File: config.mk
export PLATFORM = sky130hd
export DESIGN_NAME = dbw_link
export DESIGN_NICKNAME = d
export VERILOG_FILES = /design/src/rtl/dbw_pkg.sv /design/src/rtl/dbw_fifo.sv /design/src/rtl/dbw_link.sv /design/src/rtl/dbw_sync.sv
export SDC_FILE = /design/constraint.sdc
export NUM_CORES = 1
export LEC_CHECK = 0
export BUFFER_PORTS_ARGS = -buffer_cell sky130_fd_sc_hd__buf_2
export CORE_MARGIN = 1.5
export CORE_UTILIZATION = 52
export CTS_CLUSTER_DIAMETER = 80
export DETAILED_ROUTE_END_ITERATION = 7
export GPL_TIMING_DRIVEN = 0
export MAX_ROUTING_LAYER = met4
export PLACE_DENSITY = 0.78
export SKIP_LAST_GASP = 1
export SLEW_MARGIN = 10
export SYNTH_ARGS = -nofsm -noshare
export SYNTH_HDL_FRONTEND = slang
export SYNTH_HIERARCHICAL = 1
export SYNTH_SLANG_ARGS = --single-unit
File: constraint.sdc
create_clock -name ref_clk_in -period 2.39 [get_ports ref_clk_in]
set_input_delay 0.239 -clock ref_clk_in [delete_from_list [all_inputs] [get_ports ref_clk_in]]
set_output_delay 0.239 -clock ref_clk_in [all_outputs]
set_load 0.03 [all_outputs]
File: src/rtl/dbw_pkg.sv
// constants and types shared by the single-wire debug bit link
package dbw_pkg;

   // ------------------------------------------------------------------
   // bit timing, in debug clock cycles
   // ------------------------------------------------------------------
   localparam int unsigned BIT_CYC        = 16;
   localparam int unsigned TIMEOUT_CYC    = 512;
   localparam int unsigned SAMPLE_CYC     = 10;
   localparam int unsigned ONE_PULSE_CYC  = 7;
   localparam int unsigned ZERO_LOW_CYC   = 13;
   localparam int unsigned TX_END_CYC     = ZERO_LOW_CYC + 1;
   localparam int unsigned DELAY_SLOT_CYC = 16;

   // ------------------------------------------------------------------
   // sync request and response, in debug clock cycles
   // ------------------------------------------------------------------
   localparam int unsigned SYNC_LOW_CYC  = 128;
   localparam int unsigned SYNC_DLY_CYC  = 16;
   localparam int unsigned SYNC_RESP_CYC = 128;

   // ------------------------------------------------------------------
   // counter widths and reset values
   // ------------------------------------------------------------------
   localparam int unsigned CYC_W        = 10;
   localparam int unsigned SLOT_W       = 5;
   localparam logic        PIN_IDLE_RST = 1'b1;
   localparam logic        BG_RST       = 1'b0;

   // ------------------------------------------------------------------
   // command codes the link acts on
   // ------------------------------------------------------------------
   localparam logic [7:0] CMD_BACKGROUND = 8'h90;
   localparam logic [7:0] CMD_GO         = 8'h08;
   localparam logic [7:0] CMD_TRACE      = 8'h10;
   localparam logic [7:0] CMD_TAGGO      = 8'h18;

   typedef enum logic [2:0] {
      ST_IDLE,
      ST_BIT,
      ST_SYNC_DLY,
      ST_SYNC_LOW,
      ST_SYNC_SPEED
   } dbw_state_type;

   // commands that only run while the cpu is halted in background
   function automatic logic is_active_cmd(input logic [7:0] code);
      logic r;
      r = 1'b0;
      unique case (code[7:4])
         4'h0, 4'h1, 4'h4, 4'h5, 4'h6, 4'h7: r = 1'b1;
         default: r = 1'b0;
      endcase
      return r;
   endfunction

endpackage

File: src/rtl/dbw_fifo.sv
// small synchronous fifo with valid/ready on both sides
`timescale 1ns/10ps
module dbw_fifo #(
   parameter int unsigned WIDTH = 8,
   parameter int unsigned DEPTH = 8
) (
   input  wire logic             ref_clk_in,
   input  wire logic             rst_in,
   input  wire logic [WIDTH-1:0] in_data_in,
   input  wire logic             in_valid_in,
   output logic                  in_ready_out,
   output logic      [WIDTH-1:0] out_data_out,
   output logic                  out_valid_out,
   input  wire logic             out_ready_in
);

   localparam int unsigned PTR_W = (DEPTH > 1) ? $clog2(DEPTH) : 1;

   logic [WIDTH-1:0] mem [DEPTH];
   logic [PTR_W-1:0] wr_ptr;
   logic [PTR_W-1:0] rd_ptr;
   logic [PTR_W:0]   count;
   wire              push = in_valid_in & in_ready_out;
   wire              pop  = out_valid_out & out_ready_in;

   function automatic logic [PTR_W-1:0] bump(input logic [PTR_W-1:0] p);
      return (p == PTR_W'(DEPTH - 1)) ? '0 : PTR_W'(p + 1'b1);
   endfunction

   assign in_ready_out  = (count != (PTR_W+1)'(DEPTH));
   assign out_valid_out = (count != '0);
   assign out_data_out  = mem[rd_ptr];

   always_ff @(posedge ref_clk_in) begin
      if (push) begin
         mem[wr_ptr] <= in_data_in;
      end
   end

   always_ff @(posedge ref_clk_in or posedge rst_in) begin
      if (rst_in) begin
         wr_ptr <= '0;
         rd_ptr <= '0;
         count  <= '0;
      end else begin
         if (push) wr_ptr <= bump(wr_ptr);
         if (pop) rd_ptr <= bump(rd_ptr);
         if (push & ~pop) count <= count + 1'b1;
         else if (pop & ~push) count <= count - 1'b1;
      end
   end

endmodule

File: src/rtl/dbw_link.sv
// single-wire debug bit link: bit timing, sync, mode entry and command gating
`timescale 1ns/10ps
module dbw_link #(
   parameter int unsigned ADDR_W     = 16,
   parameter int unsigned FIFO_DEPTH = 8
) (
   input  wire logic              ref_clk_in,
   input  wire logic              rst_in,
   input  wire logic              pin_in,
   output logic                   pin_out,
   output logic                   pin_oe_out,
   input  wire logic              debug_clock_select_in,
   input  wire logic              alt_tick_in,
   output logic       [7:0]       rx_data_out,
   output logic                   rx_valid_out,
   input  wire logic              rx_ready_in,
   input  wire logic  [7:0]       tx_data_in,
   input  wire logic              tx_valid_in,
   output logic                   tx_ready_out,
   input  wire logic  [7:0]       cmd_code_in,
   input  wire logic              cmd_valid_in,
   output logic                   cmd_ok_out,
   output logic                   cmd_refused_out,
   output logic                   slot_done_out,
   input  wire logic              force_bg_cmd_in,
   input  wire logic              debug_enable_in,
   input  wire logic              low_power_in,
   output logic                   bg_mode_out,
   output logic                   watchdog_hold_out,
   output logic                   wake_out,
   output logic                   resume_out,
   output logic                   osc_keep_out,
   input  wire logic              bkpt_enable_in,
   input  wire logic  [ADDR_W-1:0] bkpt_addr_in,
   input  wire logic  [ADDR_W-1:0] cpu_addr_in,
   input  wire logic              cpu_fetch_in,
   output logic                   bkpt_hit_out,
   output logic                   timeout_out,
   output logic                   overrun_out,
   output logic                   sync_busy_out
);

   localparam logic [dbw_pkg::CYC_W-1:0] CYC_MAX = '1;

   // ------------------------------------------------------------------
   // edge detection and debug clock rate
   // ------------------------------------------------------------------
   logic                        pin_s;
   logic                        pin_prev;
   logic [dbw_pkg::CYC_W-1:0]   cyc;
   dbw_pkg::dbw_state_type      st;
   logic [2:0]                  bit_idx;
   logic [7:0]                  rx_shift;
   logic [7:0]                  tx_shift;
   logic                        tx_active;
   logic                        hold_valid;
   logic [7:0]                  hold_data;
   logic                        fifo_in_ready;
   logic                        strap_pend;
   logic                        force_arm;
   logic [dbw_pkg::SLOT_W-1:0]  slot_cnt;

   dbw_sync u_sync (
      .ref_clk_in (ref_clk_in),
      .rst_in     (rst_in),
      .level_in   (pin_in),
      .level_out  (pin_s)
   );

   // bus clock runs every cycle; the alternate source arrives as an enable
   wire tick      = debug_clock_select_in ? alt_tick_in : 1'b1;
   wire fall      = pin_prev & ~pin_s;
   wire rise      = ~pin_prev & pin_s;
   wire in_sync   = (st == dbw_pkg::ST_SYNC_DLY) | (st == dbw_pkg::ST_SYNC_LOW) |
                    (st == dbw_pkg::ST_SYNC_SPEED);
   // a zero bit's own low drive echoes back as a fall; keep it from restarting
   wire own_bit   = (st == dbw_pkg::ST_BIT) & tx_active;
   wire edge_go   = fall & ~in_sync & ~own_bit;
   wire busy      = (bit_idx != 3'd0) | tx_active | (st == dbw_pkg::ST_BIT);
   wire to_hit    = tick & busy & ~in_sync &
                    (cyc == dbw_pkg::CYC_W'(dbw_pkg::TIMEOUT_CYC - 1));
   wire sample_hit = (st == dbw_pkg::ST_BIT) & tick & ~tx_active &
                     (cyc == dbw_pkg::CYC_W'(dbw_pkg::SAMPLE_CYC));
   wire txend_hit = (st == dbw_pkg::ST_BIT) & tick & tx_active &
                    (cyc == dbw_pkg::CYC_W'(dbw_pkg::TX_END_CYC));
   // host sync low is far longer than any bit low time
   wire sync_hit  = rise & ~in_sync &
                    (cyc >= dbw_pkg::CYC_W'(dbw_pkg::SYNC_LOW_CYC));
   wire byte_done = sample_hit & (bit_idx == 3'd7);
   wire [7:0] rx_next = {rx_shift[6:0], pin_s};
   wire tx_load   = edge_go & (bit_idx == 3'd0) & ~tx_active & tx_valid_in;
   wire tx_last   = txend_hit & (bit_idx == 3'd7);

   // ------------------------------------------------------------------
   // sync response phases
   // ------------------------------------------------------------------
   wire dly_done  = (st == dbw_pkg::ST_SYNC_DLY) & tick &
                    (cyc == dbw_pkg::CYC_W'(dbw_pkg::SYNC_DLY_CYC - 1));
   wire low_done  = (st == dbw_pkg::ST_SYNC_LOW) & tick &
                    (cyc == dbw_pkg::CYC_W'(dbw_pkg::SYNC_RESP_CYC - 1));
   wire spd_done  = (st == dbw_pkg::ST_SYNC_SPEED) & tick;
   wire cyc_clr   = edge_go | sync_hit | dly_done | low_done | spd_done;

   always_ff @(posedge ref_clk_in or posedge rst_in) begin
      if (rst_in) begin
         pin_prev <= dbw_pkg::PIN_IDLE_RST;
         cyc      <= '0;
      end else begin
         pin_prev <= pin_s;
         if (cyc_clr) cyc <= '0;
         else if (tick && cyc != CYC_MAX) cyc <= cyc + 1'b1;
      end
   end

   always_ff @(posedge ref_clk_in or posedge rst_in) begin
      if (rst_in) st <= dbw_pkg::ST_IDLE;
      else if (sync_hit) st <= dbw_pkg::ST_SYNC_DLY;
      else if (edge_go) st <= dbw_pkg::ST_BIT;
      else if (to_hit | sample_hit | txend_hit | spd_done) st <= dbw_pkg::ST_IDLE;
      else if (dly_done) st <= dbw_pkg::ST_SYNC_LOW;
      else if (low_done) st <= dbw_pkg::ST_SYNC_SPEED;
   end

   // ------------------------------------------------------------------
   // bit and byte assembly
   // ------------------------------------------------------------------
   // a timeout or a sync leaves only the partial byte behind, nothing else
   always_ff @(posedge ref_clk_in or posedge rst_in) begin
      if (rst_in) begin
         bit_idx  <= '0;
         rx_shift <= '0;
      end else begin
         if (to_hit | sync_hit) bit_idx <= '0;
         else if (sample_hit | txend_hit) bit_idx <= bit_idx + 1'b1;
         if (sample_hit) rx_shift <= rx_next;
      end
   end

   always_ff @(posedge ref_clk_in or posedge rst_in) begin
      if (rst_in) begin
         tx_active    <= 1'b0;
         tx_shift     <= '0;
         tx_ready_out <= 1'b0;
      end else begin
         tx_ready_out <= tx_load;
         if (tx_load) tx_shift <= tx_data_in;
         else if (txend_hit) tx_shift <= {tx_shift[6:0], 1'b0};
         if (tx_load) tx_active <= 1'b1;
         else if (tx_last | to_hit | sync_hit) tx_active <= 1'b0;
      end
   end

   // a byte waits here while the fifo is full; a second one overwrites it
   wire hold_taken = hold_valid & fifo_in_ready;

   always_ff @(posedge ref_clk_in or posedge rst_in) begin
      if (rst_in) begin
         hold_valid  <= 1'b0;
         hold_data   <= '0;
         overrun_out <= 1'b0;
      end else begin
         overrun_out <= byte_done & hold_valid & ~hold_taken;
         if (byte_done) hold_data <= rx_next;
         if (byte_done) hold_valid <= 1'b1;
         else if (hold_taken) hold_valid <= 1'b0;
      end
   end

   dbw_fifo #(
      .WIDTH (8),
      .DEPTH (FIFO_DEPTH)
   ) u_fifo (
      .ref_clk_in    (ref_clk_in),
      .rst_in        (rst_in),
      .in_data_in    (hold_data),
      .in_valid_in   (hold_valid),
      .in_ready_out  (fifo_in_ready),
      .out_data_out  (rx_data_out),
      .out_valid_out (rx_valid_out),
      .out_ready_in  (rx_ready_in)
   );

   // ------------------------------------------------------------------
   // wire drive
   // ------------------------------------------------------------------
   // drive only inside a target bit or the sync answer, so no fight with host
   wire in_tx_bit  = (st == dbw_pkg::ST_BIT) & tx_active;
   wire drive_low  = (in_tx_bit & ~tx_shift[7] &
                      (cyc < dbw_pkg::CYC_W'(dbw_pkg::ZERO_LOW_CYC))) |
                     (st == dbw_pkg::ST_SYNC_LOW);
   wire drive_high = (in_tx_bit & tx_shift[7] &
                      (cyc == dbw_pkg::CYC_W'(dbw_pkg::ONE_PULSE_CYC))) |
                     (in_tx_bit & ~tx_shift[7] &
                      (cyc == dbw_pkg::CYC_W'(dbw_pkg::ZERO_LOW_CYC))) |
                     (st == dbw_pkg::ST_SYNC_SPEED);
   wire next_pin_oe = drive_low | drive_high;

   always_ff @(posedge ref_clk_in or posedge rst_in) begin
      if (rst_in) begin
         pin_oe_out    <= 1'b0;
         pin_out       <= 1'b0;
         timeout_out   <= 1'b0;
         sync_busy_out <= 1'b0;
      end else begin
         pin_oe_out    <= next_pin_oe;
         pin_out       <= drive_high;
         timeout_out   <= to_hit;
         sync_busy_out <= in_sync | sync_hit;
      end
   end

   // ------------------------------------------------------------------
   // mode control and command gating
   // ------------------------------------------------------------------
   wire active_cmd = dbw_pkg::is_active_cmd(cmd_code_in);
   wire cmd_ok     = cmd_valid_in & (~active_cmd | bg_mode_out);
   wire bg_enter   = (cmd_ok & debug_enable_in & (cmd_code_in == dbw_pkg::CMD_BACKGROUND)) |
                     (force_arm & edge_go);
   wire bg_leave   = cmd_ok & ((cmd_code_in == dbw_pkg::CMD_GO) |
                     (cmd_code_in == dbw_pkg::CMD_TRACE) |
                     (cmd_code_in == dbw_pkg::CMD_TAGGO));
   // strap level is caught on the first clock after reset release
   wire next_bg    = strap_pend ? ~pin_in :
                     bg_enter ? 1'b1 : bg_leave ? 1'b0 : bg_mode_out;

   always_ff @(posedge ref_clk_in or posedge rst_in) begin
      if (rst_in) begin
         strap_pend        <= 1'b1;
         bg_mode_out       <= dbw_pkg::BG_RST;
         watchdog_hold_out <= dbw_pkg::BG_RST;
         force_arm         <= 1'b0;
      end else begin
         strap_pend        <= 1'b0;
         bg_mode_out       <= next_bg;
         watchdog_hold_out <= next_bg;
         if (force_bg_cmd_in) force_arm <= 1'b1;
         else if (edge_go | to_hit) force_arm <= 1'b0;
      end
   end

   // link and command path run whether or not the cpu is halted
   always_ff @(posedge ref_clk_in or posedge rst_in) begin
      if (rst_in) begin
         cmd_ok_out      <= 1'b0;
         cmd_refused_out <= 1'b0;
         wake_out        <= 1'b0;
         resume_out      <= 1'b0;
         osc_keep_out    <= 1'b0;
         bkpt_hit_out    <= 1'b0;
      end else begin
         cmd_ok_out      <= cmd_ok;
         cmd_refused_out <= cmd_valid_in & ~cmd_ok;
         wake_out        <= bg_enter & low_power_in;
         resume_out      <= bg_leave & ~bg_enter;
         osc_keep_out    <= debug_enable_in;
         bkpt_hit_out    <= bkpt_enable_in & cpu_fetch_in &
                            (cpu_addr_in == bkpt_addr_in);
      end
   end

   // delay slot measured in debug cycles so it tracks the selected source
   always_ff @(posedge ref_clk_in or posedge rst_in) begin
      if (rst_in) begin
         slot_cnt      <= '0;
         slot_done_out <= 1'b0;
      end else begin
         slot_done_out <= tick & (slot_cnt == dbw_pkg::SLOT_W'(1));
         if (cmd_ok) slot_cnt <= dbw_pkg::SLOT_W'(dbw_pkg::DELAY_SLOT_CYC);
         else if (tick && slot_cnt != '0) slot_cnt <= slot_cnt - 1'b1;
      end
   end
endmodule

File: src/rtl/dbw_sync.sv
// two-stage synchroniser for the debug wire level
`timescale 1ns/10ps
module dbw_sync (
   input  wire logic ref_clk_in,
   input  wire logic rst_in,
   input  wire logic level_in,
   output logic      level_out
);

   logic stage1;

   // stage1 feeds only the second flop
   always_ff @(posedge ref_clk_in or posedge rst_in) begin
      if (rst_in) begin
         stage1    <= dbw_pkg::PIN_IDLE_RST;
         level_out <= dbw_pkg::PIN_IDLE_RST;
      end else begin
         stage1    <= level_in;
         level_out <= stage1;
      end
   end

endmodule
# --- Yosys cells after proc, flatten, opt, wreduce, memory -nomap -nowiden ---
# Memory sizes are Yosys's and may differ from the RTL's.
# Index checks and enable logic that the tools add are counted.
# Widths: inputs -> output; s select.
op_classes:
  reduce_logical: 18
  eq_ne: 27
  mul: 0
  n_mux: 30
  div_mod_pow: 0
  n_shift: 0
  bitwise_logic: 84
  n_lt_le_gt_ge: 2
  n_addsub: 7
op_table:
  columns: ["op", "count"]
  rows:
  - ["$and 1x1->1", 47]
  - ["$eq 10x4->1 const B", 4]
  - ["$mux 3", 9]
  - ["$or 1x1->1", 25]
  - ["$mux 10", 2]
  - ["$eq 16x16->1", 1]
  - ["$eq 4x3->1 const B", 4]
  - ["$eq 8x5->1 const B", 2]
  - ["$mux 8", 2]
  - ["$reduce_bool 2->1", 8]
  - ["$mux 1", 13]
  - ["$eq 3x3->1 const B", 4]
  - ["$not 1->1", 12]
  - ["$add 10x1->10 const B", 1]
  - ["$eq 10x3->1 const B", 1]
  - ["$eq 10x7->1 const B", 1]
  - ["$eq 10x9->1 const B", 1]
  - ["$ge 10x8->1 const B", 1]
  - ["$lt 10x4->1 const B", 1]
  - ["$mux 5", 2]
  - ["$ne 10x10->1 const B", 1]
  - ["$reduce_bool 5->1", 2]
  - ["$add 3x1->3 const B", 3]
  - ["$eq 8x4->1 const B", 1]
  - ["other kinds (16)", 20]
word_totals:
  latch_bits: 0
  regBits: 75
  memories: 1
  mem_bits_rw: 64
  elab_cells: 200
  romBits: 0
mem_list:
  columns: ["name", "depth", "word_bits", "read_ports", "rd_ports_with_merged_regs", "wr", "line_no", "text"]
  rows:
  - ["u_fifo.mem", 8, 8, 1, 0, 1, "dbw_fifo.sv:19", "logic [WIDTH-1:0] mem [DEPTH];"]

# --- Logic depth before layout (Yosys ltp) ---
# Gate-level depths: netlist of the first run.
depth:
  ltp_word: 12
  mapped_depth: 9

# --- By module ---
# Netlist of the first run, hierarchy kept.
modules_own_cells:
  columns: ["mod", "n_inst", "cells_each", "area_each_um2"]
  rows:
  - ["dbw_link", 1, 303, 3258.1]
  - ["dbw_fifo", 1, 157, 3155.5]
  - ["dbw_sync", 1, 3, 56.3]

# --- Worst setup path before layout of the first run ---
# OpenSTA, ideal clock, no wires.
synth_timing:
  path_kind: "flip-flop to flip-flop"
  startpoint: "register u_fifo.count[0]"
  endpoint: "register u_fifo.count[3]"
  slack_ps: -249
  arrival_time_ps: 2501
  required_ps: 2253
  n_path_buf: 0
  synth_period_minus_slack_ps: 2639
  path_stages_with_launch: 9
  setup_time_ps: 137
  path_cell_list: "dfrtp_1 -> or4_4 -> nand2_2 -> ha_1 -> inv_1 -> ha_1 -> or4_1 -> nand3_1 -> o221ai_1"
synth_between:
  elab_chain_len: 5
  elab_cells_between_ends: 13
synth_lines:
  columns: ["element", "line_no", "text"]
  rows:
  - ["from (decl)", "dbw_fifo.sv:22", "logic [PTR_W:0] count;"]
  - ["from (signal assigned)", "dbw_fifo.sv:48", "if (push & ~pop) count <= count + 1'b1;"]
  - ["from (signal assigned)", "dbw_fifo.sv:49", "else if (pop & ~push) count <= count - 1'b1;"]
  - ["$reduce_bool 4->1 *", "dbw_fifo.sv:31", "assign out_valid_out = (count != '0);"]
  - ["via rx_valid_out", "dbw_link.sv:15", "output logic rx_valid_out,"]
  - ["$and 1x1->1 *", "dbw_fifo.sv:24", "wire pop = out_valid_out & out_ready_in;"]
  - ["$not 1->1", "dbw_fifo.sv:48", null]
  - ["$and 1x1->1", "dbw_fifo.sv:48", null]
  - ["$mux 4 / $reduce_bool 2->1 (equally long branches)", null, null]
# The timed path passes the listed nets; every way through them passes the cells marked *. The select of a mux whose other input is x is not followed.
# A chain may end at the register's enable or synchronous reset.

# --- Worst setup path after layout of the first run ---
layout_timing:
  startpoint: "register u_fifo.count[2]"
  endpoint: "register u_fifo.count[3]"
layout_between:
  elab_chain_len: 5
  elab_cells_between_ends: 13
layout_lines:
  columns: ["element", "line_no", "text"]
  rows:
  - ["$ne 4x4->1 *", "dbw_fifo.sv:30", "assign in_ready_out = (count != (PTR_W+1)'(DEPTH));"]
  - ["via fifo_in_ready", "dbw_link.sv:58", "logic fifo_in_ready;"]
  - ["$and 1x1->1 *", "dbw_fifo.sv:23", "wire push = in_valid_in & in_ready_out;"]
  - ["via u_fifo.push", "dbw_fifo.sv:23", null]
  - ["$not 1->1", "dbw_fifo.sv:49", null]
  - ["$and 1x1->1", "dbw_fifo.sv:49", null]
  - ["$reduce_bool 2->1 (no source line)", null, null]
# Marks and branches as above.

==> results.py, run 1 <==
metrics = {
    "power_and_ir_drop": {
        "leakage_uw": 0.00330,
        "p_per_area_nw_per_um2": 932,
        "ir_drop_v": 0.000565,
    },
    "clock_tree": {
        "clock_latency_ns": 0.42,
        "clk_path_buf_depth": 2,
        "clk_pin_slew_ns": 0.06,
        "clkSinkCount": 139,
        "cts_made_buffers": 17,
        "cts_tree": "done",
        "clock-root-buffer": "clkbuf_16",
        "cts_max_level": 4,
    },
    "setup_path": {
        "end_kind": "flip-flop",
        "path_common_cell": "ha_4",
        "r2r_cells": 9,
        "crit_chain": "or4b_4 > nand2_8 > inv_2 > ha_4 > inv_4 > ha_4 > or4_1 > nand3_1 > o221ai_1",
        "path_class": "flip-flop to flip-flop",
        "cpPeakStageDelay_ns": 0.60,
        "worstPathMaxFanout": 6,
        "cp_data_required_time_ns": 2.68,
        "crit_path_top_delay_cell": "or4b_4",
        "arrival_ns": 2.75,
        "start_kind": "flip-flop",
    },
    "job": {
        "maxCapViolCount": 0,
    },
    "detailed_routing": {
        "drc_errors": 0,
        "num_vias": 4137,
        "wl_mm": 12.7,
        "post_drt_wl_per_cell_um": 16.7,
        "antenna_left": 0,
        "drt-initial-drc-count": 215,
        "detail_route.vias_per_cell": 5.44,
        "dr.pass1.iters": 4,
    },
    "die": {
        "dieArea_um2": 13100,
        "core_um2": 12100,
        "start_util_pct": 53.6,
        "ioPinCount": 85,
        "die_w_um": 115,
        "die_y_um": 115,
        "fp-row-count": 40,
    },
    "synthesis": {
        "synth_seq_cells": 139,
        "synth_area_um2": 6470,
        "yosysWarningCount": 6,
        "synth_edf_count": 64,
        "avgSynthCellArea_um2": 14.0,
        "synthesis.nets": 543,
        "synth_ff_type": "dfrtp_1",
        "synth-seq-area-share_pct": 58.8,
        "synth_cells": 463,
        "async_reset_ff_share_pct": 54.0,
        "ys_types": 69,
    },
    "sta": {
        "maxSlewViolCount": 0,
        "hold_viol_final": 0,
        "max-slew-margin-rel_pct": 28.3,
        "finalSetupViolCount": 1,
        "fmax_ghz": 0.407,
        "period_needed_ns": 2.46,
        "timing.setup.tns_ns": -0.0684,
        "rsz0062_at_grt": "yes",
        "worst_slack_ns": -0.0684,
        "period_share_pct": 103,
        "tightest_slew_ns": 1.07,
        "skew_ns": 0.00928,
    },
    "placement": {
        "post_dp_cell_area_um2": 7170,
        "dp_slack_ns": -0.152,
        "placed_cells": 717,
        "io_buffers": 84,
        "place_congestion": 0.859,
        "place_hpwl_mm": 8.55,
    },
    "layout": {
        "fin_util_pct": 65.3,
        "drive_above_1_share_pct": 33.9,
        "finalInstanceArea_um2": 7880,
        "nets": 660,
        "fin_cells": 761,
        "syn2layout_area_growth_pct": 21.7,
        "diodes": 0,
        "fillers": 894,
    },
    "global_route": {
        "grt_overflow": 0,
        "grt_pass1_vias": 4360,
        "grt_max_degree": 38,
        "grtUsageTotal_pct": 21.7,
        "grt_pass1_wl_mm": 20.9,
        "antenna_found_initial": 0,
    },
    "status": {
        "failed_checks": "setup timing",
        "outcome": "finished with violations",
    },
    "hold_path": {
        "holdCritPathClass": "input port to flip-flop",
        "hold_depth": 3,
    },
}
-- cells in the mapped netlist (9+ instances only) --
master    instances  share of area, %
dfrtp_1          71                27
xnor2_1          19               2.6
a21oi_1          11              0.85
o21ai_0          10              0.77
nand2_1          26               1.5
mux2i_1           9               1.4
mux2_2           20               3.5
nor3_1           13               1.0
nor2_1           22               1.3
inv_1            15              0.87
xor2_1           10               1.4
edfxtp_1         64                30
ha_1             18               3.5
nand2b_1         10              0.97
-- area by class of cell --
cell class | count | area, µm² | share of cell area [%]
Multi-Input combinational cell | 296 | 2580 | 32.8
Timing Repair Buffer | 100 | 561 | 7.12
Clock buffer | 17 | 425 | 5.40
Sequential cell | 139 | 3810 | 48.3
Tap cell | 168 | 210 | 2.67
Buffer | 11 | 77.6 | 0.985
Inverter | 15 | 58.8 | 0.747
Clock inverter | 15 | 153 | 1.94
-- path summary, 6_finish.rpt --
check,startpoint,to,slack [ns]
max,u_fifo/count[2],u_fifo/count[3],-0.07
min,tx_data_in[0],tx_shift[0],0.03
max reg2reg,u_fifo/count[2],u_fifo/count[3],-0.07
min reg2reg,u_sync/stage1,u_sync/level_out,0.37
max in group asynchronous,rst_in,pin_prev,1.27
min in group asynchronous,rst_in,u_fifo/count[1],0.37
-- metal layers --
layer	vias to the layer above	GRT usage [%]	part of all wire, %
met5	-	-	0
met4	0	8.75	1.8
met3	19	4.92	2.9
met2	89	37.8	54
met1	2059	24.1	41
li1	1970	-	-
-- through the flow --
stage	hold slack [ns]	power, µW
finish	0.0303	7340
global route	0.0251	7700
CTS	0.0127	7370
detailed placement	0.259	4800
global placement	0.252	4700
floorplan	0.0792	4350
-- logic make-up after synthesis --
logic type | synth area share, %
xor+xnor | 3.93
mux | 13.1
flops | 58.8
fa+ha+maj | 3.79
simple gates | 13.4
other cells | 0.0580
buf+inv | 2.19
compound gates | 4.72
-- worst max-delay path: cells and delay by family (launching register included) --
kind                     cells  cell delay, ns
buffers and inverters        2            0.12
AO/OA/AOI/OAI                1            0.11
adder cells (fa/ha/maj)      2            0.38
flip-flops                   1            0.43
AND/OR/NAND/NOR              4            1.30
-- sequential cells by signal (all words and copies together) (netlist names), 3 cells and up --
register and cells:
bit_idx 3, cyc 10, hold_data 8, rx_shift 7, slot_cnt 5, st 3, tx_shift 8, u_fifo/count 4
u_fifo/mem 64, u_fifo/rd_ptr 3, u_fifo/wr_ptr 3
-- power by group --
| group | internal, µW | switching [µW] |
|---|---|---|
| registers | 2740 | 244 |
| clock network | 1470 | 1070 |
| logic | 900 | 920 |
| total | 5110 | 2230 |
-- timing repair --
item	CTS	global route
hold buffers	4	0
gates resized for setup	2	1
pin swaps	1	6
buffers inserted	2	8
setup endpoints to repair	9	9
hold endpoints to repair	41	0
-- cells in the final DEF (no fill, tap or decap), drive strengths merged, types with 4 or more instances in the layout --
cell type	netlist	layout
xor2	10	10
or3	5	5
o21ai	15	15
nand2	29	29
nand2b	10	10
mux2	30	30
a21oi	12	12
nor3	14	14
mux2i	9	9
nand4	6	6
inv	15	24
ha	18	18
edfxtp	64	64
nand3	9	9
nor2	22	22
mux4	16	16
nor4	9	9
dfrtp	71	71
and2	5	5
xnor2	19	19
dfstp	4	4
nor2b	6	6
or4	5	5
nand3b	4	4
dlygate4sd3	0	4
clkbuf	4	19
buf	9	105
(Power assumes the default switching activity.)
==> run 2: changes to the inputs <==
- ABC_AREA: unset -> 1
- CELL_PAD_IN_SITES_DETAIL_PLACEMENT: unset -> 0
- CELL_PAD_IN_SITES_GLOBAL_PLACEMENT: unset -> 1
- CORE_UTILIZATION: 52 -> 40
- PLACE_DENSITY: 0.78 -> 0.79
==> results.py, run 2 <==
metrics = {
    "detailed_routing": {
        "antenna_left": 0,
        "dr.max_layer_used": "met4",
        "drc_errors": 0,
        "drt-initial-drc-count": 310,
        "num_vias": 5341,
        "detail_route.vias_per_cell": 4.63,
        "wl_met3_um": 539,
        "wl_met1_mm": 7.09,
        "wl_mm": 14.6,
        "post_drt_wl_per_cell_um": 12.6,
        "dr.pass1.iters": 5,
        "wl_met2_mm": 6.72,
    },
    "sta": {
        "rsz0062_at_grt": "no",
        "max-slew-margin-rel_pct": 15.8,
        "skew_ns": 0.00762,
        "finalSetupViolCount": 0,
        "whs_ns": 0.0129,
        "period_needed_ns": 2.25,
        "fmax_ghz": 0.445,
        "maxSlewViolCount": 0,
        "period_share_pct": 94.1,
        "tightest_slew_ns": 1.25,
        "hold_viol_final": 0,
    },
    "synthesis": {
        "ys_types": 41,
        "synth-seq-area-share_pct": 54.7,
        "avgSynthCellArea_um2": 8.58,
        "async_reset_ff_share_pct": 54.0,
        "synth_seq_cells": 139,
        "netlist_top_cells_count": "nand2_1 (232), nor2_1 (121), inv_1 (118)",
        "synth_edf_count": 64,
        "synthesis.nets": 890,
        "synth_cells": 810,
        "synth_top_area_share_pct": 27.6,
        "synth_area_um2": 6950,
        "yosysMostFrequentCell": "nand2_1",
        "yosysWarningCount": 6,
        "netlist_top_cells_area": "edfxtp_1 (28%), dfrtp_1 (26%), nand2_1 (13%)",
        "synth_ff_type": "dfrtp_1",
        "synth_area_leader_cell": "edfxtp_1",
    },
    "job": {
        "maxCapViolCount": 0,
    },
    "layout": {
        "drive_above_1_share_pct": 18.8,
        "final_common_cell": "nand2_1",
        "fillers": 1650,
        "finalInstanceArea_um2": 8310,
        "diodes": 0,
        "nets": 996,
        "fin_util_pct": 48.6,
        "reg_top3": "u_fifo/mem x64, cyc x10",
        "regMostFlops": "u_fifo/mem",
        "syn2layout_area_growth_pct": 19.6,
        "most-common-layout-cells": "nand2_1 (232), nor2_1 (121), inv_1 (117)",
        "largest_reg_flops": 64,
    },
    "power_and_ir_drop": {
        "p_per_area_nw_per_um2": 1000,
        "ir_drop_v": 0.000579,
        "netSwitchingFraction_pct": 37.0,
        "pwr-share-comb_pct": 31.8,
        "power.switching_uw": 3070,
        "leakage_uw": 0.00413,
        "p_seq_share_pct": 36.0,
        "power_uw": 8320,
        "p_int_uw": 5240,
        "clockPowerShare_pct": 32.3,
    },
    "global_route": {
        "grt_max_degree": 64,
        "grt_pass1_wl_mm": 24.0,
        "grtUsageTotal_pct": 17.6,
        "antenna_found_initial": 0,
        "grt_pass1_vias": 5024,
        "grt_overflow": 0,
    },
    "die": {
        "ioPinCount": 85,
        "start_util_pct": 40.6,
        "dieArea_um2": 18200,
        "core_um2": 17100,
        "die_w_um": 135,
        "die_y_um": 135,
        "fp-row-count": 48,
    },
    "setup_path": {
        "arrival_ns": 2.29,
        "r2r_slack_ns": 0.14,
        "start_kind": "flip-flop",
        "end_kind": "flip-flop",
        "r2r-end": "u_fifo/mem[1][1]",
        "r2r-start": "u_fifo/count[0]",
        "path_class": "flip-flop to flip-flop",
        "r2r_cells": 5,
        "cp_data_required_time_ns": 2.43,
        "cp-startpoint": "u_fifo/count[0]",
        "worstPathMaxFanout": 10,
    },
    "hold_path": {
        "min_from": "force_bg_cmd_in",
        "hold_depth": 2,
        "holdCritPathClass": "input port to flip-flop",
        "hold_path_end": "force_arm",
    },
    "placement": {
        "post_dp_cell_area_um2": 7660,
        "place_congestion": 0.829,
        "place_hpwl_mm": 10.5,
        "io_buffers": 84,
    },
    "clock_tree": {
        "cts_tree": "done",
        "cts_max_level": 4,
        "cts_setup_buffers": 0,
        "clk_path_buf_depth": 2,
        "cts_resized": 0,
        "clock-root-buffer": "clkbuf_16",
        "clkSinkCount": 139,
        "cts_made_buffers": 17,
        "clock_latency_ns": 0.43,
        "clk_pin_slew_ns": 0.06,
        "postCtsHoldBufs": 3,
    },
    "status": {
        "outcome": "complete, no violations",
    },
}
run 2: area by class of cell:
type                            count  area [µm²]  share of cell area [%]
Tap cell                          225         282                    3.39
Inverter                          121         457                    5.49
Clock inverter                     15         176                    2.12
Multi-Input combinational cell    533        2580                    31.1
Buffer                             17         136                    1.64
Timing Repair Buffer               87         450                    5.42
Clock buffer                       17         425                    5.12
Sequential cell                   139        3800                    45.7
run 2: power groups by stage:
| stage | logic, µW | registers [µW] | clock network (µW) |
|---|---|---|---|
| 4_1_cts | 2670 | 3000 | 2730 |
| 3_3_place_gp | 2640 | 3040 | 0 |
| 2_1_floorplan | 1930 | 3030 | 0 |
| 5_1_grt | 2980 | 3030 | 2830 |
| 6_report | 2640 | 2990 | 2680 |
| 3_5_place_dp | 2660 | 3040 | 0 |
run 2: per-stage QoR:
step	instances	setup TNS, ns	setup WS (ns)
floorplan	810	0	0.115
CTS	1154	0	0.0171
detailed placement	1119	0	0.0239
finish	1154	0	0.142
global placement	1119	-18.70	-0.310
global route	1154	0	0.0160
run 2: worst max-delay path by stage:
stage | endpoint | cells after the start
floorplan | u_fifo/count[3] | 11
global placement | tx_ready_out | 2
detailed placement | u_fifo/mem[4][7] | 5
CTS | u_fifo/mem[4][6] | 5
global route | u_fifo/count[3] | 11
finish | u_fifo/mem[1][1] | 5
run 2: cell families (layout without fill, tap and decap cells):
logic type               count (synthesis)  after routing  synth area share, %
AO/OA/AOI/OAI                           67             67                 5.79
XOR/XNOR                                 5              5                0.630
adder cells (fa/ha/maj)                 19             19                 3.53
buffers and inverters                  138            257                 8.49
flip-flops                             139            139                 54.7
other                                    1              1               0.0539
AND/OR/NAND/NOR                        441            441                 26.8
run 2: metal layers:
| layer | GRT usage (%) | vias up |
|---|---|---|
| met4 | 6.15 | 0 |
| met1 | 23.0 | 2427 |
| met3 | 3.27 | 20 |
| met2 | 27.5 | 110 |
| li1 | - | 2784 |
| met5 | - | - |
run 2: critical path, stage by stage (launching register included):
cell and delay (ns):
dfrtp_1 0.43, nor2_1 0.09, nand3_1 0.12, nand2_2 0.10, buf_6 0.16, nor3_1 0.95
==> run 3: changes to the inputs <==
- CORE_UTILIZATION: 40 -> 33
- PLACE_DENSITY: 0.79 -> 0.67
==> results.py, run 3 (synthesis results as in run 2) <==
metrics = {
    "status": {
        "outcome": "complete, no violations",
    },
    "global_route": {
        "globalRouteMet1Util_pct": 20.2,
        "grtUsageTotal_pct": 15.6,
        "grt_pass1_wl_mm": 25.7,
        "grt_use_met2_pct": 24.7,
        "grt_overflow": 0,
        "met3_usage_pct": 3.56,
        "antenna_found_initial": 0,
        "grt_pass1_vias": 5143,
        "top_usage_layer": "met2",
        "grt_max_degree": 47,
    },
    "detailed_routing": {
        "drc_errors": 0,
        "wl_mm": 15.5,
        "post_drt_wl_per_cell_um": 13.0,
        "drt-initial-drc-count": 235,
        "antenna_left": 0,
        "detail_route.vias_per_cell": 4.43,
        "dr.pass1.iters": 6,
        "num_vias": 5315,
    },
    "setup_path": {
        "arrival_ns": 1.93,
        "crit_path_top_delay_cell": "clkbuf_1",
        "path_buf_inv": 3,
        "worstPathMaxFanout": 10,
        "r2r-start": "u_fifo/count[0]",
        "cpPeakStageDelay_ns": 0.45,
        "end_kind": "primary output",
        "crit_chain": "clkbuf_1 > inv_1 > nand2_1 > nand2_1 > buf_2",
        "path_class": "flip-flop to primary output",
        "cp-startpoint": "u_fifo/rd_ptr[2]",
        "path_common_cell": "nand2_1",
        "cpLargestDelayFamily": "buffers and inverters",
        "cp.depth": 5,
        "cp-endpoint": "rx_data_out[7]",
        "cp_data_required_time_ns": 2.15,
        "r2r-end": "u_fifo/count[3]",
        "start_kind": "flip-flop",
        "r2r_cells": 11,
        "r2r_slack_ns": 0.24,
    },
    "layout": {
        "final_common_cell": "nand2_1",
        "fin_cells": 1200,
        "syn2layout_area_growth_pct": 20.5,
        "most-common-layout-cells": "nand2_1 (232), nor2_1 (121), inv_1 (116)",
        "regMostFlops": "u_fifo/mem",
        "reg_top3": "u_fifo/mem x64, cyc x10",
        "fin_util_pct": 41.0,
        "nets": 997,
        "largest_reg_flops": 64,
        "diodes": 0,
        "drive_above_1_share_pct": 19.2,
    },
    "clock_tree": {
        "cts_setup_buffers": 0,
        "clock-root-buffer": "clkbuf_16",
        "clock_latency_ns": 0.41,
        "clkSinkCount": 139,
        "clk_path_buf_depth": 2,
        "clk_pin_slew_ns": 0.06,
        "cts_made_buffers": 17,
        "cts_tree": "done",
        "cts_max_level": 4,
    },
    "sta": {
        "skew_ns": 0.0101,
        "fmax_ghz": 0.460,
        "whs_ns": 0.0452,
        "max-slew-margin-rel_pct": 39.2,
        "rsz0062_at_grt": "no",
        "hold_viol_final": 0,
        "finalSetupViolCount": 0,
        "period_needed_ns": 2.17,
        "worst_slack_ns": 0.217,
        "tightest_slew_ns": 0.908,
        "period_share_pct": 90.9,
        "maxSlewViolCount": 0,
    },
    "die": {
        "die_y_um": 148,
        "dieArea_um2": 21900,
        "fp-row-count": 52,
        "start_util_pct": 34.0,
        "ioPinCount": 85,
        "die_w_um": 148,
        "core_um2": 20400,
    },
    "power_and_ir_drop": {
        "ir_drop_v": 0.000485,
        "p_per_area_nw_per_um2": 973,
        "leakage_uw": 0.00413,
        "power_uw": 8150,
    },
    "placement": {
        "place_congestion": 0.797,
        "place_hpwl_mm": 11.4,
        "dp_slack_ns": 0.0305,
        "placed_cells": 1165,
        "io_buffers": 84,
    },
    "hold_path": {
        "holdCritPathClass": "input port to flip-flop",
    },
    "job": {
        "maxCapViolCount": 0,
    },
}
run 3: changes by cell type in the layout (fill, tap and decap cells not counted), sizes merged:
cell / before / now
buf: 100 / 101
bufinv: 2 / 1
inv: 131 / 126
clkinv: 2 / 8
run 3: cell type report:
class                   instances  area, µm²
multi-input cells             533       2600
repair buffers                 88        478
fillers                      2085      12100
plain buffers                  17        136
well taps                     270        338
clock inverters                15        139
flip-flops and latches        139       3800
inverters                     121        457
clock buffers                  17        425
run 3: worst min-delay path, cell delays in order:
cell and delay (ns):
buf_2 0.08, nand2_1 0.04, o21ai_0 0.07
run 3: metal layers:
metal  vias up  wire [µm]
met3        13        660
li1       2783          -
met2       111       7250
met1      2408       7490
met4         0        152
met5         -          0
run 3: through the flow:
stage	setup TNS, ns	cell area [µm²]
2_1_floorplan	0	6950
3_3_place_gp	-27.74	7710
3_5_place_dp	0	7760
4_1_cts	0	8360
5_1_grt	0	8380
6_report	0	8380
run 3: what timing repair did:
item,4_1_cts,5_1_grt
setup endpoints to repair,0,9
hold endpoints to repair,30,0
gates resized for setup,0,2
hold buffers,3,0
run 3: how the worst min path moves through the flow:
stage	end	start	slack, ns	cells after the start
floorplan	u_fifo/count[0]	rst_in	0.08	1
CTS	cmd_refused_out	cmd_valid_in	0.03	3
global placement	u_fifo/wr_ptr[0]	rst_in	0.28	2
detailed placement	slot_done_out	rst_in	0.23	2
finish	tx_shift[0]	tx_data_in[0]	0.05	3
global route	tx_shift[2]	tx_data_in[2]	0.04	3
run 3: power breakdown:
part	switching (µW)	internal, µW	leakage, µW
clock	1050	1450	0.000276
combinational	1760	905	0.00233
sequential	229	2770	0.00152
total	3030	5120	0.00413
